--- src/inc/scmc_consts.vh ---
// constants for the secondary clock mode control block
`ifndef SCMC_CONSTS_VH
`define SCMC_CONSTS_VH

`define SCMC_NUM_CLKS        10
`define SCMC_MASK_CNT_W      4
`define SCMC_MASK_LEN        4'ha

`define SCMC_ADDR_W          12
`define SCMC_OFF_CTRL        12'h000
`define SCMC_OFF_STATUS      12'h004
`define SCMC_OFF_MASK        12'h008

`define SCMC_PWR_LO          0
`define SCMC_PWR_HI          1
`define SCMC_PWR_D3HOT       2'h3
`define SCMC_PWR_D0          2'h0
`define SCMC_DIS_LO          16
`define SCMC_DIS_HI          25
`define SCMC_DIS_RESET       10'h000

`define SCMC_ST_SYNC         0
`define SCMC_ST_ASYNC        1
`define SCMC_ST_INVALID      2
`define SCMC_ST_SPEED66      3
`define SCMC_ST_SCAN_CAP     4
`define SCMC_ST_SCAN_SHIFT   5
`define SCMC_ST_MASK_DONE    6
`define SCMC_ST_B2           7
`define SCMC_ST_RECV_LO      8
`define SCMC_ST_RECV_HI      9

`define SCMC_MODE_SYNC       2'h2
`define SCMC_MODE_ASYNC      2'h3

`define SCMC_RX_IDLE         2'h0
`define SCMC_RX_SHIFT        2'h1
`define SCMC_RX_DONE         2'h2

`endif

--- src/logic/scmc_top.v ---
// secondary clock mode control: straps, serial clock mask, secondary clock generation, apb registers
// Behaviour
// shared pin is serial mask input in sync mode, async clock input in async mode
// mask reception starts once primary reset released while secondary reset still asserted
// mask bits shift into clock control register, which disables matching clock outputs
// mask input held low leaves every secondary clock enabled
// mask input held high drives every secondary clock constantly high
// async mode derives all ten secondary clocks from the async clock input
// management pin high plus D3hot stops secondary clocks at zero (B2)
// management pin low leaves clocks unchanged on entering D3hot
// sync mode runs 66 MHz with speed strap high, 33 MHz when low; here only speed_66 follows the strap, sync clocks always run at pclk/2
// async divider select 0 halves input frequency, 1 passes it through
// test mode: scan enable high gives capture, low gives shift
// two mode-select inputs choose synchronous or asynchronous operation
// mode 1,0 is synchronous, 1,1 asynchronous; first bit 0 is reserved
// board holds all straps static; device treats them as configuration
//
// Implementation choices: the register addresses and the APB slave port.
`timescale 1ns/1ps
`include "scmc_consts.vh"

module scmc_top (
  input  wire                        pclk,                    // 100 MHz clock
  input  wire                        presetn,                 // async reset, active low
  input  wire                        psel,                    // apb select
  input  wire                        penable,                 // apb enable
  input  wire                        pwrite,                  // apb write
  input  wire [`SCMC_ADDR_W-1:0]     paddr,                   // apb byte address
  input  wire [31:0]                 pwdata,                  // apb write data
  output reg  [31:0]                 prdata,                  // apb read data
  output reg                         pready,                  // apb ready
  output reg                         pslverr,                 // apb error on unmapped address
  input  wire                        mode_select_first,       // mode strap bit 1
  input  wire                        mode_select_second,      // mode strap bit 0
  input  wire                        speed_config_strap,      // 66 MHz / scan enable / divider select
  input  wire                        test_mode,               // scan test mode
  input  wire                        clock_mask_serial_in,    // serial mask or async clock
  input  wire                        primary_reset_n,         // primary bus reset, active low
  input  wire                        secondary_reset_out_n,   // secondary bus reset, active low
  input  wire                        bus_power_clock_mgmt_pin,// clock stop enable in D3hot
  output reg  [`SCMC_NUM_CLKS-1:0]   secondary_clock_outputs, // secondary clocks
  output reg                         sync_mode,               // synchronous mode active
  output reg                         async_mode,              // asynchronous mode active
  output reg                         speed_66,                // 66 MHz operation selected
  output reg                         scan_capture,            // full scan parallel operation
  output reg                         scan_shift               // full scan shift operation
);

  wire [1:0] mode_sel = {mode_select_first, mode_select_second};
  // straps are static configuration, so no resampling is needed
  wire       is_sync  = (mode_sel == `SCMC_MODE_SYNC);
  wire       is_async = (mode_sel == `SCMC_MODE_ASYNC);
  wire       invalid  = ~mode_select_first;

  ////////////////////////////////////////////////////////////////////////////
  // serial clock mask reception

  reg [1:0]                    rx_state;
  reg [1:0]                    next_rx_state;
  reg [`SCMC_MASK_CNT_W-1:0]   rx_count;
  reg [`SCMC_NUM_CLKS-1:0]     clock_mask;

  wire rx_window = primary_reset_n & ~secondary_reset_out_n;

  always @* begin
    next_rx_state = rx_state;
    case (rx_state)
      `SCMC_RX_IDLE: begin
        if (is_sync && rx_window) begin
          next_rx_state = `SCMC_RX_SHIFT;
        end
      end
      `SCMC_RX_SHIFT: begin
        if (!is_sync) begin
          next_rx_state = `SCMC_RX_IDLE;
        end else if (rx_count == `SCMC_MASK_LEN - 4'h1) begin
          next_rx_state = `SCMC_RX_DONE;
        end
      end
      `SCMC_RX_DONE: begin
        // a new primary reset rearms reception
        if (!primary_reset_n) begin
          next_rx_state = `SCMC_RX_IDLE;
        end
      end
      default: begin
        next_rx_state = `SCMC_RX_IDLE;
      end
    endcase
  end

  always @(posedge pclk or negedge presetn) begin
    if (!presetn) begin
      rx_state   <= `SCMC_RX_IDLE;
      rx_count   <= {`SCMC_MASK_CNT_W{1'b0}};
      clock_mask <= {`SCMC_NUM_CLKS{1'b0}};
    end else begin
      rx_state <= next_rx_state;
      if (rx_state == `SCMC_RX_SHIFT && is_sync) begin
        // shared pin read as mask data only in sync mode
        clock_mask <= {clock_mask[`SCMC_NUM_CLKS-2:0], clock_mask_serial_in};
        rx_count   <= rx_count + 4'h1;
      end else if (rx_state == `SCMC_RX_IDLE) begin
        rx_count <= {`SCMC_MASK_CNT_W{1'b0}};
      end
    end
  end

  ////////////////////////////////////////////////////////////////////////////
  // apb registers

  reg [1:0]                  power_state;
  reg [`SCMC_NUM_CLKS-1:0]   sw_disable;
  reg [31:0]                 next_rdata;
  reg                        addr_ok;

  wire d3hot   = (power_state == `SCMC_PWR_D3HOT);
  wire b2_stop = d3hot & bus_power_clock_mgmt_pin;
  wire apb_acc = psel & penable & pready;
  wire apb_wr  = apb_acc & pwrite & (paddr == `SCMC_OFF_CTRL);

  always @* begin
    next_rdata = 32'h0000_0000;
    addr_ok    = 1'b1;
    case (paddr)
      `SCMC_OFF_CTRL: begin
        next_rdata[`SCMC_PWR_HI:`SCMC_PWR_LO] = power_state;
        next_rdata[`SCMC_DIS_HI:`SCMC_DIS_LO] = sw_disable;
      end
      `SCMC_OFF_STATUS: begin
        next_rdata[`SCMC_ST_SYNC]       = sync_mode;
        next_rdata[`SCMC_ST_ASYNC]      = async_mode;
        next_rdata[`SCMC_ST_INVALID]    = invalid;
        next_rdata[`SCMC_ST_SPEED66]    = speed_66;
        next_rdata[`SCMC_ST_SCAN_CAP]   = scan_capture;
        next_rdata[`SCMC_ST_SCAN_SHIFT] = scan_shift;
        next_rdata[`SCMC_ST_MASK_DONE]  = (rx_state == `SCMC_RX_DONE);
        next_rdata[`SCMC_ST_B2]         = b2_stop;
        next_rdata[`SCMC_ST_RECV_HI:`SCMC_ST_RECV_LO] = rx_state;
      end
      `SCMC_OFF_MASK: begin
        next_rdata[`SCMC_NUM_CLKS-1:0] = clock_mask;
      end
      default: begin
        addr_ok = 1'b0;
      end
    endcase
  end

  // one wait state keeps prdata and pready straight from flops
  always @(posedge pclk or negedge presetn) begin
    if (!presetn) begin
      pready      <= 1'b0;
      pslverr     <= 1'b0;
      prdata      <= 32'h0000_0000;
      power_state <= `SCMC_PWR_D0;
      sw_disable  <= `SCMC_DIS_RESET;
    end else begin
      pready  <= psel & penable & ~pready;
      pslverr <= psel & penable & ~pready & ~addr_ok;
      if (psel && penable && !pready) begin
        prdata <= pwrite ? 32'h0000_0000 : next_rdata;
      end
      if (apb_wr) begin
        power_state <= pwdata[`SCMC_PWR_HI:`SCMC_PWR_LO];
        sw_disable  <= pwdata[`SCMC_DIS_HI:`SCMC_DIS_LO];
      end
    end
  end

  ////////////////////////////////////////////////////////////////////////////
  // secondary clock generation

  reg sync_clk;
  reg async_prev;
  reg async_half;

  wire async_rise = clock_mask_serial_in & ~async_prev;
  // divider select 0 halves, 1 follows the sampled input; sampling limits input to below pclk/2
  wire async_clk  = speed_config_strap ? clock_mask_serial_in : async_half;

  // mask bit set parks the clock high; software disable also parks high
  wire [`SCMC_NUM_CLKS-1:0] sync_park  = clock_mask | sw_disable;
  wire [`SCMC_NUM_CLKS-1:0] async_park = sw_disable;

  always @(posedge pclk or negedge presetn) begin
    if (!presetn) begin
      sync_clk                <= 1'b0;
      async_prev              <= 1'b0;
      async_half              <= 1'b0;
      secondary_clock_outputs <= {`SCMC_NUM_CLKS{1'b0}};
      sync_mode               <= 1'b0;
      async_mode              <= 1'b0;
      speed_66                <= 1'b0;
      scan_capture            <= 1'b0;
      scan_shift              <= 1'b0;
    end else begin
      sync_clk   <= ~sync_clk;
      async_prev <= clock_mask_serial_in;
      if (async_rise) begin
        async_half <= ~async_half;
      end
      sync_mode    <= is_sync;
      async_mode   <= is_async;
      speed_66     <= is_sync & ~test_mode & speed_config_strap;
      scan_capture <= is_sync & test_mode & speed_config_strap;
      scan_shift   <= is_sync & test_mode & ~speed_config_strap;
      if (b2_stop || invalid) begin
        secondary_clock_outputs <= {`SCMC_NUM_CLKS{1'b0}};
      end else if (is_async) begin
        secondary_clock_outputs <= {`SCMC_NUM_CLKS{async_clk}} | async_park;
      end else begin
        secondary_clock_outputs <= {`SCMC_NUM_CLKS{sync_clk}} | sync_park;
      end
    end
  end

endmodule // scmc_top

--- config.mk ---
export PLATFORM = sky130hd
export DESIGN_NAME = scmc_top
export DESIGN_NICKNAME = d
export VERILOG_FILES = /design/src/logic/scmc_top.v
export VERILOG_INCLUDE_DIRS = /design/src /design/src/inc
export SDC_FILE = /design/constraint.sdc
export NUM_CORES = 1
export LEC_CHECK = 0
export BUFFER_PORTS_ARGS = -buffer_cell sky130_fd_sc_hd__clkbuf_2
export CORE_AREA = 10 10 111 73
export CTS_CLUSTER_SIZE = 20
export DETAILED_ROUTE_END_ITERATION = 8
export DIE_AREA = 0 0 121 83
export GPL_TIMING_DRIVEN = 0
export PLACE_DENSITY = 0.86
export RECOVER_POWER = 100
export SLEW_MARGIN = 20
export SYNTH_ARGS = -nofsm -noshare
export SYNTH_HDL_FRONTEND = slang
export SYNTH_SLANG_ARGS = --single-unit
--- constraint.sdc ---
create_clock -name pclk -period 2.4 [get_ports pclk]
set_input_delay 0.24 -clock pclk [delete_from_list [all_inputs] [get_ports pclk]]
set_output_delay 0.24 -clock pclk [all_outputs]
set_load 0.05 [all_outputs]
==> results of run 1 <==
-- through the flow --
| stage | area [um^2] | setup WS (ns) | setup TNS, ns | std cells |
|---|---|---|---|---|
| floorplan | 2960 | 0.0393 | 0 | 278 |
| CTS | 3660 | 0.203 | 0 | 451 |
| global route | 3590 | 0.0738 | 0 | 451 |
| global placement | 3420 | -0.186 | -2.45 | 434 |
| finish | 3590 | 0.0842 | 0 | 451 |
| detailed placement | 3460 | -0.161 | -1.54 | 435 |
-- power breakdown --
group	internal, W	total [W]	switching [W]
Clock	0.000496	0.000898	0.000402
Combinational	0.0000752	0.000268	0.000193
Sequential	0.00118	0.00120	0.0000239
-- logic make-up after synthesis --
kind of cell / after synthesis
simple gates: 94
fa+ha+maj: 2
mux: 15
xor+xnor: 3
other cells: 1
buf+inv: 36
compound gates: 48
flops: 68
-- what timing repair did --
item,in CTS,in global routing
hold buffers,1,0
setup buffers,0,0
hold endpoints to repair,26,0
resized for setup,0,0
-- Yosys cell counts, drive strengths merged --
cell type	n
a21oi	15
a22o	10
a22oi	6
a32oi	1
and2	1
and3	2
buf	13
clkbuf	8
conb	1
dfrtp	68
ha	2
inv	15
mux2	12
mux2i	3
nand2	55
nand2b	2
nand3	3
nand3b	4
nand4	1
nor2	9
nor2b	2
nor3	1
nor3b	1
nor4	3
nor4bb	1
o21ai	13
o22ai	1
o41ai	2
or2	1
or3	1
or4	4
or4b	2
or4bb	1
xnor2	1
xor2	2
-- area by class of cell --
cell class              instances  area, um^2  share of cell area, %
flip-flops and latches         68        1700                   47.4
multi-input cells             174        1070                   29.7
repair buffers                 74         340                   9.47
clock buffers                  10         138                   3.83
plain buffers                  21         131                   3.66
well taps                      84         105                   2.93
inverters                      15        56.3                   1.57
clock inverters                 5        52.6                   1.46
-- worst paths after layout --
path                                start  depth (start not counted)       endpoint  slack (ns)
min in group asynchronous         presetn                          2     prdata[18]        0.82
worst max register to register     pready                          4      prdata[3]        0.29
max in group asynchronous         presetn                          3  clock_mask[5]        0.66
worst max-delay path             paddr[7]                          6  async_park[7]        0.08
worst min register to register   sync_clk                          1       sync_clk        0.42
worst min-delay path            test_mode                          2       speed_66        0.08
-- state kept, by name, summed over array words and instances (netlist names) --
register                 cells
prdata                      20
async_park                  10
clock_mask                  10
secondary_clock_outputs     10
rx_count                     4
power_state                  2
rx_state                     2
async_half                   1
async_mode                   1
async_prev                   1
pready                       1
pslverr                      1
scan_capture                 1
scan_shift                   1
speed_66                     1
sync_clk                     1
sync_mode                    1
-- metal layers --
layer,vias up,global-route usage [%]
met4,0,3.25
met5,-,0
li1,1079,-
met2,85,19.8
met3,4,7.64
met1,1078,19.2
-- critical path: stages --
cell and delay, ns:
clkbuf_2 0.08, or4_1 0.63, or4_1 0.51, or4_1 0.57
buf_6 0.20, mux2_4 0.30
==> run_results.csv, run 1 <==
group,metric,value,unit
final_layout,mostFrequentLayoutCells,"dfrtp_1, nand2_1, clkbuf_1",
routing,dr.pass1.iters,4,
cts,cts_root_buffer,"clkbuf_8",
routing,vias,2246,
cts,cts.reportedPaths.clkPinSlew,0.07,ns
floorplan,die_area,10000,um^2
synthesis,synth.distinct_cells,38,
synthesis,synth_xor_area_share,0.902,%
timing,max_slew_margin,-3.48,%
synthesis,synth_top_family_by_area,"simple AND/OR/NAND/NOR gates",
final_layout,nFillCells,539,
synthesis,synth_compound_area_share,10.5,%
synthesis,synthSimpleGateAreaFrac,15.8,%
placed_design,numPortBuffers,72,
timing,setup_viol,0,
worst_setup_path,crit_fanout,10,
timing,finalCritPeriodShare,96.5,%
routing,drt-total-wl,7210,um
timing,rsz0062_at_grt,"no",
cts,cts_tree,"yes",
global_route,grt_pass1_wl,11700,um
synthesis,synth_area_leaders,"dfrtp_1, nand2_1, mux2_4, buf_4, a22o_1",
synthesis,syn_inst,267,
cts,cts_buffer_depth,2,
worst_setup_path,arrival,2.54,ns
synthesis,ys_seq_elements,68,
routing,drtAntennaViolNets,0,
synthesis,synth_top_cell_by_area,"dfrtp_1",
worst_setup_path,critPathLaunchType,"primary input",
flow_run,cap_violations,1,
global_route,grt_pass1_vias,2335,
synthesis,yosys_warnings,0,
cts,insertion_delay,0.34,ns
worst_setup_path,endpoint_kind,"flip-flop",
floorplan,die_w,121,um
floorplan,die_y,83,um
floorplan,ios,106,
final_layout,nets,422,
synthesis,muxShareOfSynthArea,6.96,%
power_and_ir_drop,powerDensity,660,nW/um^2
synthesis,yosysTopAreaCellShare,58.4,%
timing,finClkSkew,0.0109,ns
final_layout,diodes,0,
final_layout,final_layout_size_suffix_gt1_share,21.3,%
power_and_ir_drop,design_power_total,0.00237,W
synthesis,ys_seq_area_share,58.4,%
cts,htree_levels,3,
global_route,grt_use_total,14.4,%
timing,final_hold_viol_count,0,
cts,cts_num_sinks,68,
outcome,status,"complete, but fails checks",
timing,hold_slack,0.0808,ns
timing,drv_slew,27,
floorplan,rows,22,
timing,fmax,432,MHz
synthesis,synthAdderAreaFrac,0.859,%
power_and_ir_drop,ir_worst_vdd,0.374,mV
routing,wl_met3,712,um
routing,wl_met2,3020,um
routing,vias_per_cell,4.98,
global_route,grt-ovfl-total,0,
placed_design,gp_congestion,0.841,
outcome,failed_checks,"max-capacitance violations, max-slew violations",
synthesis,synthesis.area,2910,um^2
floorplan,core-area,6030,um^2
routing,drt_iter0_markers,175,
final_layout,syn_to_final_growth,23.3,%
global_route,antenna_found_initial,0,
timing,worst-slew-pin-transition,1.55,ns
final_layout,final_common_cell,"dfrtp_1",
timing,fin_crit,2.32,ns
cts,cts_inserted_buffers,9,
routing,drc,0,
hold_path,min_path_type,"primary input to flip-flop",
global_route,grt_max_degree,43,
floorplan,start_util,48.3,%
routing,wl_per_cell,16.0,um
synthesis,synth_area_per_cell,10.9,um^2
routing,wl_met1,3430,um
placed_design,dp_hpwl,5670,um
worst_setup_path,path_class,"primary input to flip-flop",
power_and_ir_drop,leakage,1.82,nW
routing,dr.max_layer_used,"met4",
final_layout,post-route-util,59.6,%
worst_setup_path,cp_data_required_time,2.62,ns
Note: power is estimated with default switching activity, not from simulation.
==> inputs of run 2 (changes only) <==
Settings changed: BUFFER_PORTS_ARGS -buffer_cell sky130_fd_sc_hd__clkbuf_2 to unset, CORE_AREA 10 10 111 73 to 10 10 110 73, DIE_AREA 0 0 121 83 to 0 0 120 83, DONT_BUFFER_PORTS set to 1, PLACE_DENSITY 0.86 to 0.71.
==> run_results.csv, run 2 (synthesis results as in run 1) <==
group,metric,value,unit
outcome,status,"complete, but fails checks",
outcome,failed_checks,"max-capacitance violations, max-slew violations",
hold_path,min_path_type,"primary input to flip-flop",
worst_setup_path,crit_slowest_cell,"or4_1",
global_route,globalRouteMet2Util,20.6,%
routing,dr.pass1.iters,4,
flow_run,cap_violations,1,
final_layout,mostFrequentLayoutCells,"dfrtp_1, nand2_1, inv_1, a21oi_1",
global_route,grt_pass1_vias,2108,
floorplan,die_w,120,um
routing,drtAntennaViolNets,0,
timing,fin_crit,2.35,ns
worst_setup_path,arrival,2.57,ns
timing,drv_slew,69,
global_route,grt_use_total,14.6,%
routing,vias,2021,
global_route,met3_usage,8.65,%
final_layout,final_layout_size_suffix_gt1_share,12.3,%
cts,cts.reportedPaths.clkPinSlew,0.07,ns
worst_setup_path,endpoint_kind,"flip-flop",
final_layout,diodes,0,
worst_setup_path,worstPathCellList,"or4_1 -> or4_1 -> or4_1 -> buf_4 -> mux2_1",
cts,cts_num_sinks,68,
final_layout,fin_cells,386,
worst_setup_path,crit_fanout,10,
final_layout,largest-register,"prdata",
placed_design,placed_cells,362,
global_route,grt_max_degree,69,
timing,finalCritPeriodShare,97.9,%
final_layout,largest_reg_flops,20,
worst_setup_path,cpMostUsedCell,"or4_1",
floorplan,start_util,48.8,%
final_layout,final_area,3340,um^2
cts,htree_levels,3,
worst_setup_path,critPathLaunchType,"primary input",
final_layout,nFillCells,534,
floorplan,rows,22,
timing,final_hold_viol_count,0,
cts,cts_root_buffer,"clkbuf_8",
timing,setup_viol,0,
power_and_ir_drop,leakage,1.68,nW
cts,cts_tree,"yes",
global_route,antenna_found_initial,0,
timing,rsz0062_at_grt,"no",
floorplan,die_area,9960,um^2
routing,drt_iter0_markers,137,
timing,worst-slew-pin-transition,1.61,ns
routing,wl_per_cell,18.6,um
routing,vias_per_cell,5.24,
cts,insertion_delay,0.34,ns
routing,drc,0,
placed_design,numPortBuffers,0,
floorplan,ios,106,
timing,max_slew_margin,-7.38,%
power_and_ir_drop,ir_worst_vdd,0.319,mV
timing,finClkSkew,0.00455,ns
global_route,busiest_layer,"met2",
power_and_ir_drop,powerDensity,715,nW/um^2
worst_setup_path,critPathMaxStageDelay,0.67,ns
worst_setup_path,cp_data_required_time,2.62,ns
timing,fmax,426,MHz
final_layout,syn_to_final_growth,14.5,%
worst_setup_path,path_class,"primary input to flip-flop",
cts,cts_inserted_buffers,9,
final_layout,nets,357,
global_route,grt-ovfl-total,0,
cts,cts_buffer_depth,2,
global_route,grt_pass1_wl,11500,um
placed_design,dp_hpwl,5330,um
placed_design,gp_congestion,0.851,
power_and_ir_drop,design_power_total,0.00238,W
final_layout,final_common_cell,"dfrtp_1",
floorplan,core-area,5970,um^2
routing,drt-total-wl,7180,um
global_route,grt_util_met1,18.3,%
floorplan,die_y,83,um
placed_design,dpl_cell_area,3070,um^2
-- run 2: through the flow --
stage | hold WS, ns | setup TNS (ns) | setup WS [ns] | utilization [%]
6_report | 0.0332 | 0 | 0.0512 | 55.9
5_1_grt | 0.0170 | 0 | 0.0164 | 55.9
4_1_cts | 0.00214 | 0 | 0.122 | 56.8
3_5_place_dp | -0.0534 | -1.10 | -0.112 | 51.4
3_3_place_gp | -0.0535 | -3.13 | -0.419 | 51.2
2_1_floorplan | -0.0556 | 0 | 0.0393 | -
-- run 2: power by group --
| group | total, W | switching, W | internal [W] |
|---|---|---|---|
| Sequential | 0.00126 | 0.0000831 | 0.00118 |
| Combinational | 0.000172 | 0.000118 | 0.0000544 |
| Clock | 0.000951 | 0.000390 | 0.000560 |
-- run 2: final cells by class --
| type | instances | area (um^2) | area share [%] |
|---|---|---|---|
| Multi-Input combinational cell | 174 | 1060 | 31.7 |
| Sequential cell | 68 | 1700 | 51.0 |
| Clock inverter | 1 | 30.0 | 0.900 |
| Buffer | 21 | 128 | 3.82 |
| Tap cell | 84 | 105 | 3.15 |
| Clock buffer | 14 | 173 | 5.17 |
| Inverter | 15 | 56.3 | 1.69 |
| Timing Repair Buffer | 9 | 85.1 | 2.55 |
-- run 2: final timing paths --
check,startpoint,endpoint,slack [ns],cells after the start
worst max-delay path,paddr[7],async_park[7],0.05,5
worst min-delay path,pwdata[20],async_park[4],0.03,1
worst max register to register,pready,prdata[20],0.12,5
worst min register to register,sync_clk,sync_clk,0.41,1
max in group asynchronous,presetn,clock_mask[5],0.57,2
min in group asynchronous,presetn,pready,0.87,2
-- run 2: worst max-delay path: cells and delay by family --
family,cells,cell delay (ns)
buffers and inverters,1,0.24
multiplexers,1,0.33
AND/OR/NAND/NOR,3,1.76
-- run 2: timing repair --
item,CTS,global route
hold endpoints to repair,74,1
endpoints found under the setup margin,1,0
hold buffers,8,1
setup buffers,0,0
gates resized for setup,2,0
-- run 2: routing by layer --
metal  up-vias  share of wire [%]
met5         -                  0
met4         0                1.1
met3         8                 11
met2        75                 42
met1       987                 46
li1        951                  -
